<file path="src/usb_pkg.sv">
// constants for the uart shadow buffer window block
// assumes a 32-bit avalon-mm byte address bus and one 250 MHz clock
package usb_pkg;

  // ******************************************************
  // address map
  // ******************************************************
  localparam logic [31:0] ADDR_SHADOW_2   = 32'h50001038;
  localparam logic [31:0] ADDR_SHADOW_3   = 32'h5000103C;
  localparam logic [31:0] SHADOW_STRIDE   = 32'h00000004;
  localparam logic [31:0] ADDR_SHADOW_0   = ADDR_SHADOW_2 - 32'h00000008;
  localparam logic [31:0] ADDR_SHADOW_END = ADDR_SHADOW_0 + 32'h00000040;
  localparam logic [31:0] ADDR_CONTROL    = 32'h50001080;
  localparam logic [31:0] ADDR_LINE_STAT  = 32'h50001084;
  localparam logic [31:0] ADDR_IRQ_STAT   = 32'h50001088;
  localparam logic [31:0] ADDR_IRQ_MASK   = 32'h5000108C;
  localparam logic [31:0] ADDR_WORD_MASK  = 32'h00000003;

  // ******************************************************
  // field positions
  // ******************************************************
  localparam int          CTRL_FIFO_EN_BIT = 0;
  localparam int          CTRL_IR_MODE_BIT = 1;
  localparam int          LSR_DR_BIT       = 0;
  localparam int          LSR_TRANSMIT_HOLDING_EMPTY_FLAG_BIT     = 5;
  localparam int          BYTE_W           = 8;
  localparam int          NUM_EVENTS       = 4;
  localparam int          EV_RX_OVERRUN    = 0;
  localparam int          EV_RX_ARRIVED    = 1;
  localparam int          EV_TX_DROPPED    = 2;
  localparam int          EV_TX_EMPTY      = 3;

  // ******************************************************
  // reset values
  // ******************************************************
  localparam logic [1:0]  CONTROL_RESET    = 2'h0;
  localparam logic [3:0]  IRQ_MASK_RESET   = 4'h0;
  localparam logic [31:0] READ_ZERO        = 32'h00000000;

  // bus answer state
  typedef enum logic [0:0] {
    BUS_IDLE = 1'b0,
    BUS_ACK  = 1'b1
  } usb_bus_state_t;

endpackage

</file>
<file path="src/usb_shadow_buffer.sv">
// uart shadow window onto the receive buffer and transmit holding register
// assumes byte-level serial and infrared serdes outside, synchronous to core_clk
//
// Implementation choice: the Avalon-MM register port.
`timescale 1ns/1ns

// Functional notes
// - sixteen 32-bit aliases; read gives receive byte, write loads transmit holding
// - infrared mode uses infrared input and output, else serial input and output
// - received byte is valid only while data ready flag is set
// - fifos off: unread byte replaced by next arrival, overrun signalled
// - fifos on: shadow read returns head of receive fifo
// - receive fifo full: keep contents, drop incoming byte, signal overrun
// - fifos off: second write before transmit empty overwrites pending byte
// - fifos on: accept bytes up to fifo depth, default sixteen
// - write while transmit fifo full is dropped, contents unchanged
module usb_shadow_buffer #(
  parameter int DEPTH = 16
) (
  input  wire logic        core_clk,
  input  wire logic        reset,
  input  wire logic [31:0] avs_address,
  input  wire logic        avs_read,
  input  wire logic        avs_write,
  input  wire logic [31:0] avs_writedata,
  input  wire logic [3:0]  avs_byteenable,
  output logic      [31:0] avs_readdata,
  output logic             avs_waitrequest,
  input  wire logic [7:0]  serial_rx_byte,
  input  wire logic        serial_rx_valid,
  input  wire logic [7:0]  ir_rx_byte,
  input  wire logic        ir_rx_valid,
  output logic      [7:0]  serial_tx_byte,
  output logic             serial_tx_valid,
  input  wire logic        serial_tx_ready,
  output logic      [7:0]  ir_tx_byte,
  output logic             ir_tx_valid,
  input  wire logic        ir_tx_ready,
  output logic             data_ready_flag,
  output logic             transmit_holding_empty_flag,
  output logic             irq
);

  localparam int PW = (DEPTH > 1) ? $clog2(DEPTH) : 1;
  localparam int CW = $clog2(DEPTH + 1);
  localparam logic [CW-1:0] ONE_C  = CW'(1);
  localparam logic [CW-1:0] FULL_C = CW'(DEPTH);
  localparam logic [PW-1:0] ONE_P  = PW'(1);
  localparam logic [PW-1:0] LAST_P = PW'(DEPTH - 1);

  // ******************************************************
  // decode helpers
  // ******************************************************
  // every word of the window aliases the same byte so bursts may walk through it
  function automatic logic is_shadow(input logic [31:0] a);
    is_shadow = (a >= usb_pkg::ADDR_SHADOW_0) && (a < usb_pkg::ADDR_SHADOW_END)
                && ((a & usb_pkg::ADDR_WORD_MASK) == usb_pkg::READ_ZERO);
  endfunction

  function automatic logic [PW-1:0] ptr_inc(input logic [PW-1:0] p);
    ptr_inc = (p == LAST_P) ? '0 : p + ONE_P;
  endfunction

  usb_pkg::usb_bus_state_t bus_state_reg;
  logic [31:0]             readdata_reg;
  logic [1:0]              control_reg;
  logic [3:0]              irq_mask_reg;
  logic [3:0]              irq_stat_reg;
  logic [3:0]              events;
  logic                    fifo_en;
  logic                    ir_mode;
  logic                    fifo_en_d_reg;
  logic                    fifo_flush;
  logic                    bus_done;
  logic                    rd_take;
  logic                    wr_done;
  logic                    shadow_pop;
  logic                    shadow_push;
  logic [7:0]              rx_mem [DEPTH];
  logic [PW-1:0]           rx_wr_reg;
  logic [PW-1:0]           rx_rd_reg;
  logic [CW-1:0]           rx_cnt_reg;
  logic [7:0]              rx_in_byte;
  logic                    rx_in_valid;
  logic                    rx_full;
  logic                    rx_pop;
  logic                    rx_overwrite;
  logic                    rx_store;
  logic [7:0]              tx_mem [DEPTH];
  logic [PW-1:0]           tx_wr_reg;
  logic [PW-1:0]           tx_rd_reg;
  logic [CW-1:0]           tx_cnt_reg;
  logic                    tx_full;
  logic                    tx_pop;
  logic                    tx_overwrite;
  logic                    tx_store;
  logic                    tx_ready_sel;
  logic                    transmit_holding_empty_flag_d_reg;

  assign fifo_en    = control_reg[usb_pkg::CTRL_FIFO_EN_BIT];
  assign ir_mode    = control_reg[usb_pkg::CTRL_IR_MODE_BIT];
  // switching the fifo mode empties both paths so no stale pointer survives
  assign fifo_flush = fifo_en != fifo_en_d_reg;

  // ******************************************************
  // avalon slave: one wait state, then the answer
  // ******************************************************
  assign avs_waitrequest = (avs_read || avs_write) && (bus_state_reg == usb_pkg::BUS_IDLE);
  assign bus_done        = bus_state_reg == usb_pkg::BUS_ACK;
  // a read pops on the edge that captures its data: popping one edge later would
  // throw away a byte that lands in the wait cycle
  assign rd_take         = avs_read && (bus_state_reg == usb_pkg::BUS_IDLE);
  assign wr_done         = bus_done && avs_write;
  assign shadow_pop      = rd_take && is_shadow(avs_address);
  assign shadow_push     = wr_done && is_shadow(avs_address) && avs_byteenable[0];
  assign avs_readdata    = readdata_reg;

  always_ff @(posedge core_clk) begin
    if (reset) begin
      bus_state_reg <= usb_pkg::BUS_IDLE;
    end else begin
      case (bus_state_reg)
        usb_pkg::BUS_IDLE: begin
          if (avs_read || avs_write) begin
            bus_state_reg <= usb_pkg::BUS_ACK;
          end
        end
        usb_pkg::BUS_ACK: bus_state_reg <= usb_pkg::BUS_IDLE;
        default:          bus_state_reg <= usb_pkg::BUS_IDLE;
      endcase
    end
  end

  // read data is captured at the edge that ends the wait state
  always_ff @(posedge core_clk) begin
    if (reset) begin
      readdata_reg <= usb_pkg::READ_ZERO;
    end else if (rd_take) begin
      readdata_reg <= usb_pkg::READ_ZERO;
      if (is_shadow(avs_address)) begin
        // upper bytes stay zero
        readdata_reg[usb_pkg::BYTE_W-1:0] <= rx_mem[rx_rd_reg];
      end else begin
        case (avs_address)
          usb_pkg::ADDR_CONTROL:   readdata_reg[1:0] <= control_reg;
          usb_pkg::ADDR_LINE_STAT: begin
            readdata_reg[usb_pkg::LSR_DR_BIT]   <= data_ready_flag;
            readdata_reg[usb_pkg::LSR_TRANSMIT_HOLDING_EMPTY_FLAG_BIT] <= transmit_holding_empty_flag;
          end
          usb_pkg::ADDR_IRQ_STAT:  readdata_reg[3:0] <= irq_stat_reg;
          usb_pkg::ADDR_IRQ_MASK:  readdata_reg[3:0] <= irq_mask_reg;
          default:                 readdata_reg      <= usb_pkg::READ_ZERO;
        endcase
      end
    end
  end

  always_ff @(posedge core_clk) begin
    if (reset) begin
      control_reg   <= usb_pkg::CONTROL_RESET;
      irq_mask_reg  <= usb_pkg::IRQ_MASK_RESET;
      fifo_en_d_reg <= 1'b0;
    end else begin
      fifo_en_d_reg <= fifo_en;
      // only byte lane 0 is decoded; a write without it changes nothing
      if (wr_done && avs_byteenable[0]) begin
        if (avs_address == usb_pkg::ADDR_CONTROL) begin
          control_reg <= avs_writedata[1:0];
        end
        if (avs_address == usb_pkg::ADDR_IRQ_MASK) begin
          irq_mask_reg <= avs_writedata[3:0];
        end
      end
    end
  end

  // ******************************************************
  // receive path
  // ******************************************************
  assign rx_in_byte   = ir_mode ? ir_rx_byte  : serial_rx_byte;
  assign rx_in_valid  = ir_mode ? ir_rx_valid : serial_rx_valid;
  assign rx_full      = fifo_en ? (rx_cnt_reg == FULL_C) : (rx_cnt_reg == ONE_C);
  assign rx_pop       = shadow_pop && (rx_cnt_reg != '0);
  // holding mode: an unread byte is replaced; a byte read in the same edge is not
  assign rx_overwrite = rx_in_valid && rx_full && !fifo_en && !rx_pop;
  assign rx_store     = rx_in_valid && (!rx_full || rx_pop) && !fifo_flush;
  // an empty read still shows the stale head byte; only data ready tells it apart
  assign data_ready_flag = rx_cnt_reg != '0;

  always_ff @(posedge core_clk) begin
    if (rx_overwrite) begin
      rx_mem[rx_rd_reg] <= rx_in_byte;
    end else if (rx_store) begin
      rx_mem[rx_wr_reg] <= rx_in_byte;
    end
  end

  always_ff @(posedge core_clk) begin
    if (reset || fifo_flush) begin
      rx_wr_reg  <= '0;
      rx_rd_reg  <= '0;
      rx_cnt_reg <= '0;
    end else begin
      if (rx_store && !rx_overwrite) begin
        rx_wr_reg <= fifo_en ? ptr_inc(rx_wr_reg) : rx_wr_reg;
      end
      if (rx_pop) begin
        rx_rd_reg <= fifo_en ? ptr_inc(rx_rd_reg) : rx_rd_reg;
      end
      if (rx_store && !rx_pop) begin
        rx_cnt_reg <= rx_cnt_reg + ONE_C;
      end else if (rx_pop && !rx_store) begin
        rx_cnt_reg <= rx_cnt_reg - ONE_C;
      end
    end
  end

  // ******************************************************
  // transmit path
  // ******************************************************
  // the idle line's ready is ignored so a far end on it cannot drain bytes
  assign tx_ready_sel  = ir_mode ? ir_tx_ready : serial_tx_ready;
  assign tx_pop        = (tx_cnt_reg != '0) && tx_ready_sel;
  assign tx_full       = fifo_en ? (tx_cnt_reg == FULL_C) : (tx_cnt_reg == ONE_C);
  // holding mode: a write before the byte leaves replaces it
  assign tx_overwrite  = shadow_push && tx_full && !fifo_en && !tx_pop;
  // fifo mode: a full fifo drops the write untouched
  assign tx_store      = shadow_push && (!tx_full || tx_pop) && !fifo_flush;
  assign transmit_holding_empty_flag = tx_cnt_reg == '0;

  // low byte only: bits above are ignored
  always_ff @(posedge core_clk) begin
    if (tx_overwrite) begin
      tx_mem[tx_rd_reg] <= avs_writedata[usb_pkg::BYTE_W-1:0];
    end else if (tx_store) begin
      tx_mem[tx_wr_reg] <= avs_writedata[usb_pkg::BYTE_W-1:0];
    end
  end

  always_ff @(posedge core_clk) begin
    if (reset || fifo_flush) begin
      tx_wr_reg  <= '0;
      tx_rd_reg  <= '0;
      tx_cnt_reg <= '0;
    end else begin
      if (tx_store && !tx_overwrite) begin
        tx_wr_reg <= fifo_en ? ptr_inc(tx_wr_reg) : tx_wr_reg;
      end
      if (tx_pop) begin
        tx_rd_reg <= fifo_en ? ptr_inc(tx_rd_reg) : tx_rd_reg;
      end
      if (tx_store && !tx_pop) begin
        tx_cnt_reg <= tx_cnt_reg + ONE_C;
      end else if (tx_pop && !tx_store) begin
        tx_cnt_reg <= tx_cnt_reg - ONE_C;
      end
    end
  end

  // head byte goes to whichever line the mode selects
  assign serial_tx_byte  = tx_mem[tx_rd_reg];
  assign ir_tx_byte      = tx_mem[tx_rd_reg];
  assign serial_tx_valid = !ir_mode && (tx_cnt_reg != '0);
  assign ir_tx_valid     = ir_mode && (tx_cnt_reg != '0);

  // ******************************************************
  // interrupts
  // ******************************************************
  // the delayed empty flag resets high like the flag itself, so reset makes no false edge
  always_ff @(posedge core_clk) begin
    if (reset) begin
      transmit_holding_empty_flag_d_reg <= 1'b1;
    end else begin
      transmit_holding_empty_flag_d_reg <= transmit_holding_empty_flag;
    end
  end

  // overrun comes from the replace path with fifos off and from a full fifo with them on
  assign events[usb_pkg::EV_RX_OVERRUN] = rx_overwrite || (rx_in_valid && rx_full
                                          && fifo_en && !rx_pop);
  assign events[usb_pkg::EV_RX_ARRIVED] = rx_in_valid;
  assign events[usb_pkg::EV_TX_DROPPED] = shadow_push && tx_full && fifo_en && !tx_pop;
  assign events[usb_pkg::EV_TX_EMPTY]   = transmit_holding_empty_flag && !transmit_holding_empty_flag_d_reg;

  // set beats a same-cycle write-one-to-clear
  for (genvar i = 0; i < usb_pkg::NUM_EVENTS; i++) begin : g_irq
    always_ff @(posedge core_clk) begin
      if (reset) begin
        irq_stat_reg[i] <= 1'b0;
      end else if (events[i]) begin
        irq_stat_reg[i] <= 1'b1;
      end else if (wr_done && avs_byteenable[0] && avs_writedata[i]
                   && (avs_address == usb_pkg::ADDR_IRQ_STAT)) begin
        irq_stat_reg[i] <= 1'b0;
      end
    end
  end

  assign irq = |(irq_stat_reg & irq_mask_reg);

endmodule // usb_shadow_buffer

</file>
<file path="config.mk">
export PLATFORM = sky130hd
export DESIGN_NAME = usb_shadow_buffer
export DESIGN_NICKNAME = d
export VERILOG_FILES = /design/src/usb_pkg.sv /design/src/usb_shadow_buffer.sv
export SDC_FILE = /design/constraint.sdc
export NUM_CORES = 1
export LEC_CHECK = 0
export BUFFER_PORTS_ARGS = -buffer_cell sky130_fd_sc_hd__buf_2
export CAP_MARGIN = 20
export CORE_UTILIZATION = 40
export DETAILED_ROUTE_END_ITERATION = 6
export GPL_TIMING_DRIVEN = 0
export PLACE_DENSITY = 0.59
export SYNTH_ARGS = -nofsm -noshare
export SYNTH_HDL_FRONTEND = slang
export SYNTH_SLANG_ARGS = --single-unit
</file>
<file path="constraint.sdc">
create_clock -name core_clk -period 10.9 [get_ports core_clk]
set_input_delay 2.18 -clock core_clk [delete_from_list [all_inputs] [get_ports core_clk]]
set_output_delay 2.18 -clock core_clk [all_outputs]
set_load 0.01 [all_outputs]
</file>
==> flow_summary.yaml, run 1 <==
sta:
  skew_ps: 21.9
  setup_tns_ps: 0
  fin_ws_ps: 5370
  slew_headroom_pct: 11.5
  maxSlewViolCount: 0
  finalSetupViolations: 0
  tightest_slew_ps: 1330
  rsz0062_at_grt: "no"
  fmax_ghz: 0.181
  post-route-period-util_pct: 50.8
  min_period_ps: 5530
  hold_violations: 0
global_routing:
  grt_pass1_vias: 8172
  grt_max_degree: 20
  grt_pass1_wl_microns: 49000
  gr-total-overflow: 0
  grt.total_usage_pct: 18.3
  antenna_found_initial: 0
floorplanning:
  start_util_pct: 41.0
  die_height_microns: 188
  pin_count: 146
  core_area_sq_um: 33700
  chipWidth_microns: 188
  dieArea_sq_um: 35200
  rows: 67
final_layout:
  nFillCells: 2920
  final_core_util_pct: 47.5
  drive_above_1_share_pct: 25.9
  syn2layout_area_growth_pct: 16.0
  fin_nets: 1172
  diodes: 0
worst_setup_path:
  worstPathCellList: "clkbuf_1 > buf_1 > mux4_2 > mux4_2 > buf_4 > buf_2"
  r2r_slack_ps: 7190
  slowest_stage: "buf_1"
  crit_path_frequent_cell: "mux4_2"
  cp.buffers_inverters: 4
  cp-end-kind: "output pin"
  worstSetupPathType: "reg -> out"
  critPathMaxFanout: 10
  critPathTopFamily: "buffers and inverters"
  max_stage_delay_ps: 790
  crit_path_start_kind: "flip-flop"
  cp.required_ps: 8720
  worstPathArrival_ps: 3350
synth:
  synth_edf_count: 256
  synthTopCellsByCount: "256 x edfxtp_1, 81 x mux4_2, 55 x dfxtp_1"
  synth.largest_area_cell: "edfxtp_1"
  synth_area_leaders: "edfxtp_1 56%, mux4_2 13%, dfxtp_1 8.0%"
  synth_warnings: 0
  yosysMostFrequentCell: "edfxtp_1"
  ys_seq_area_share_pct: 63.7
  async_flop_share_pct: 0
  synth.avg_cell_area_sq_um: 15.1
  synth_cell_type_count: 60
  synth_flop_cell: "edfxtp_1"
  syn_inst: 911
  netlist_area_sq_um: 13800
  synth_top_area_share_pct: 55.7
  ys_ff_latch: 311
clock_network:
  clk_pin_slew_worst_paths_ps: 60
  cts-root-buf: "clkbuf_16"
  cts_max_level: 2
  ctsHoldBuffers: 0
  insertion_delay_ps: 510
  numCtsBuffers: 35
  post_cts_buffers: 0
  cts.sinks: 311
  postCtsResizedCells: 0
  clockBufferDepth: 3
  cts_tree: "built"
min_path:
  worst_hold_path_type: "reg -> reg"
placed_design:
  finalWeightedCongestion: 0.862
  portBuffers: 93
  dpl.hpwl_microns: 22700
  dpl_worst_slack_ps: 5060
routing:
  routedWlPerCell_microns: 20.9
  viasPerCell: 5.37
  routed_wl_microns: 32300
  drt_iter0_markers: 589
  num_vias: 8281
  drc_errors: 0
  first_pass_iters: 6
  antenna_left: 0
power_and_ir_drop:
  leakagePower_nw: 5.30
  finalPower_mw: 2.62
  p_per_area_nw_per_um2: 163
  vdd_drop_max_mv: 0.124
run_status:
  status: "finished, final reports clean"
job:
  drv_cap: 0
==> layout make-up <==
class | count | area, sq um | area share, %
flip-flops and latches | 311 | 8790 | 54.9
multi-input cells | 516 | 4570 | 28.6
clock buffers | 49 | 950 | 5.93
well taps | 448 | 561 | 3.50
repair buffers | 97 | 497 | 3.10
plain buffers | 90 | 468 | 2.92
clock inverters | 15 | 104 | 0.649
inverters | 17 | 63.8 | 0.399
==> routing by layer <==
metal  global-route usage, %  wire length (microns)  up-vias
met5                       0                      0        -
met4                    6.25                    946        0
met3                    2.40                   1110       48
met2                    31.8                  16300      197
met1                    23.5                  13900     4130
li1                        -                      -     3906
==> report_power, final <==
part / total [mW] / internal (mW) / switching [mW]
combinational: 0.216 / 0.0824 / 0.134
clock: 1.07 / 0.616 / 0.459
sequential: 1.32 / 1.30 / 0.0192
total: 2.62 / 2.00 / 0.612
==> path summary, 6_finish.rpt <==
check / from / endpoint / cells after the start
worst max-delay path: flip-flop / serial_tx_byte[1] / 6
worst min-delay path: avs_readdata[7] / avs_readdata[7] / 2
worst max register to register: control_reg[1] / rx_mem[5][7] / 7
worst min register to register: avs_readdata[7] / avs_readdata[7] / 2
==> cells by family after synthesis <==
group	Yosys count	share of synthesized area, %
xor gates and xnor gates	10	0.635
DFF	311	63.7
other	1	0.0272
buffers and inverters	107	3.85
adders and majority gates	12	1.09
AOI/OAI and AO/OA	120	6.27
muxes	107	15.2
and+or+nand+nor	243	9.25
==> cells in the final DEF, fill, tap and decap left out, types with 6 or more instances in the layout <==
cell	Yosys	layout
edfxtp_1	256	256
buf_2	2	96
mux4_2	81	81
dfxtp_1	55	55
clkbuf_1	39	52
nor2_1	49	49
nand2_1	40	40
clkbuf_16	0	36
nor3_1	34	34
nand3_1	34	34
buf_4	32	34
a21oi_1	25	25
conb_1	1	24
a22oi_1	18	18
o21ai_0	17	17
buf_1	16	16
mux2i_1	16	16
inv_1	15	15
nor4_1	12	12
ha_1	12	12
nand2b_1	11	11
nand4_1	11	11
mux2_2	10	10
nand3b_1	9	9
a211o_1	9	9
o22a_1	8	8
o211ai_1	8	8
or3_1	7	7
or4_1	7	7
xor2_1	6	6
and3_1	6	6
a221oi_1	6	6
==> through the flow <==
| stage | hold slack (ps) | area, sq um | std cells |
|---|---|---|---|
| floorplan | 445 | 13900 | 934 |
| global placement | 447 | 14900 | 1475 |
| detailed placement | 456 | 14900 | 1477 |
| CTS | 465 | 16000 | 1541 |
| global route | 497 | 16000 | 1543 |
| finish | 463 | 16000 | 1543 |
==> worst min-delay path: stages (launching register included) <==
cell	delay, ps
dfxtp_1	310
nand2_1	60
a21oi_1	50
Note: power is estimated with default switching activity, not from simulation.
==> run 2, diff against run 1 <==
Settings changed: ABC_AREA set to 1.
Clock period 10.9 ns to 5.12 ns, I/O delays scaled along.
==> flow_summary.yaml, run 2 <==
floorplanning:
  die_height_microns: 189
  chipWidth_microns: 189
  start_util_pct: 40.5
  core_area_sq_um: 34500
  rows: 68
  pin_count: 146
  dieArea_sq_um: 35600
synth:
  synthTopCellsByCount: "256 x edfxtp_1, 192 x nand2_1, 132 x nor2_1"
  synth_flop_cell: "edfxtp_1"
  synth_area_leaders: "edfxtp_1 55%, dfxtp_1 7.9%, nand2_1 5.2%"
  synth_cell_type_count: 47
  synth_top_family_by_area: "simple AND/OR/NAND/NOR gates"
  synth_edf_count: 256
  syn_inst: 1297
  synthMuxAreaShare_pct: 2.37
  yosysMostFrequentCell: "edfxtp_1"
  synth_compound_area_share_pct: 11.0
  synth_warnings: 0
  synth_top_area_share_pct: 55.1
  async_flop_share_pct: 0
  synth_xor_area_share_pct: 0.440
  synth.largest_area_cell: "edfxtp_1"
  ys_ff_latch: 311
  synth.avg_cell_area_sq_um: 10.8
  ys_seq_area_share_pct: 63.0
  yosys.area_share.simple_pct: 15.6
  synth-adder-area-share_pct: 1.08
  netlist_area_sq_um: 13900
global_routing:
  gr-total-overflow: 0
  grt_max_degree: 20
  grt_pass1_wl_microns: 52700
  antenna_found_initial: 0
  grt.total_usage_pct: 19.4
  grt_pass1_vias: 9248
power_and_ir_drop:
  pwr-share-seq_pct: 50.1
  p_sw_share_pct: 22.9
  p_per_area_nw_per_um2: 346
  leakagePower_nw: 5.94
  vdd_drop_max_mv: 0.203
  p_int_mw: 4.32
  p_switching_mw: 1.28
  clkPwrFrac_pct: 42.6
  p_comb_share_pct: 7.3
worst_setup_path:
  critPathMaxFanout: 10
  crit_path_start_kind: "flip-flop"
  worstSetupPathType: "reg -> out"
  cp.required_ps: 4100
  worstPathArrival_ps: 2750
  cp-end-kind: "output pin"
routing:
  antenna_left: 0
  first_pass_iters: 6
  viasPerCell: 5.08
  drc_errors: 0
  drt_iter0_markers: 833
  num_vias: 9790
  routed_wl_microns: 34400
  routedWlPerCell_microns: 17.8
final_layout:
  nFillCells: 3204
  final_core_util_pct: 46.9
  syn2layout_area_growth_pct: 15.8
  finalNonFillerCells: 1928
  fin_nets: 1553
  regArea_sq_um: 8790
  drive_above_1_share_pct: 16.8
  final_cell_mix: "256 x edfxtp_1, 192 x nand2_1, 132 x nor2_1, 108 x inv_1, 102 x buf_2"
  final_common_cell: "edfxtp_1"
  multi_input_area_sq_um: 4340
  diodes: 0
placed_design:
  dp.cells: 1868
  dpl.hpwl_microns: 24200
  finalWeightedCongestion: 0.938
  dpl_worst_slack_ps: 1510
  portBuffers: 93
clock_network:
  cts_tree: "built"
  cts-root-buf: "clkbuf_16"
  cts_max_level: 2
  insertion_delay_ps: 520
  cts.sinks: 311
  post_cts_buffers: 0
  postCtsResizedCells: 0
  clk_pin_slew_worst_paths_ps: 60
  ctsHoldBuffers: 0
  clockBufferDepth: 3
  numCtsBuffers: 34
sta:
  maxSlewViolCount: 0
  post-route-period-util_pct: 73.7
  skew_ps: 24.4
  setup_tns_ps: 0
  finalSetupViolations: 0
  min_period_ps: 3770
  tightest_slew_ps: 986
  hold_violations: 0
  fmax_ghz: 0.265
  rsz0062_at_grt: "no"
  slew_headroom_pct: 34.0
  whs_ps: 464
  fin_ws_ps: 1350
job:
  drv_cap: 0
run_status:
  status: "finished, final reports clean"
min_path:
  worst_hold_path_type: "reg -> reg"
==> run 2: cell count changes in the layout (fill, tap and decap cells not counted), sizes merged, moves of 12 or more <==
cell	previous run	this run
a21oi	25	85
nor3	34	11
nand3	34	85
o21ai	18	99
o211ai	8	40
nand2	40	213
inv	17	120
nor2	49	142
mux2i	16	33
a22oi	22	10
mux4	81	0
==> run 2: per-stage QoR <==
step / power, mW / instance area, sq um
finish: 5.60 / 16200
global placement: 3.26 / 15100
floorplan: 3.12 / 14000
global route: 5.77 / 16200
detailed placement: 3.27 / 15100
CTS: 5.64 / 16200
==> run 2: layout make-up <==
cell class                 instances  share of cell area (%)
timing repair buffer              93                    2.88
clock buffer                      43                    5.79
multi-input combinational        803                    26.8
sequential                       311                    54.4
buffer                            84                    2.76
clock inverter                    17                   0.945
tap                              455                    3.52
inverter                         122                    2.87
==> run 2: routing by layer <==
metal	vias up	track usage, %	routed length, microns
met1	4676	25.1	14700
met4	0	8.22	1440
met2	253	32.4	16500
li1	4788	-	-
met5	-	0	0
met3	73	2.79	1710
==> run 2: kinds of logic (layout without fill, tap and decap cells) <==
| group | Yosys count | count (layout) |
|---|---|---|
| muxes | 33 | 33 |
| xor gates and xnor gates | 7 | 7 |
| buffers and inverters | 206 | 359 |
| adders and majority gates | 12 | 12 |
| other | 1 | 24 |
| and+or+nand+nor | 472 | 472 |
| DFF | 311 | 311 |
| AOI/OAI and AO/OA | 255 | 255 |
==> run 2: final timing paths <==
path         slack, ps                 to  cells after the start            start
max               1350  serial_tx_byte[4]                     10        flip-flop
min                460    avs_readdata[5]                      2  avs_readdata[5]
max reg2reg       2160       rx_mem[6][7]                     11    rx_cnt_reg[0]
min reg2reg        460    avs_readdata[5]                      2  avs_readdata[5]
==> run 2: power by group through the flow <==
stage               registers [mW]  clock network, mW  logic, mW
global route                  2.81               2.51      0.456
global placement              2.86                  0      0.403
finish                        2.80               2.38      0.411
detailed placement            2.86                  0      0.410
CTS                           2.80               2.42      0.413
floorplan                     2.85                  0      0.274
==> run 2: critical path, stage by stage, from the launching register on <==
cell	delay, ps
dfxtp_1	310
buf_2	150
buf_2	280
clkbuf_1	490
a21oi_1	140
o21ai_0	180
o211ai_1	180
nand3_1	110
nand2_1	110
buf_4	150
buf_2	120
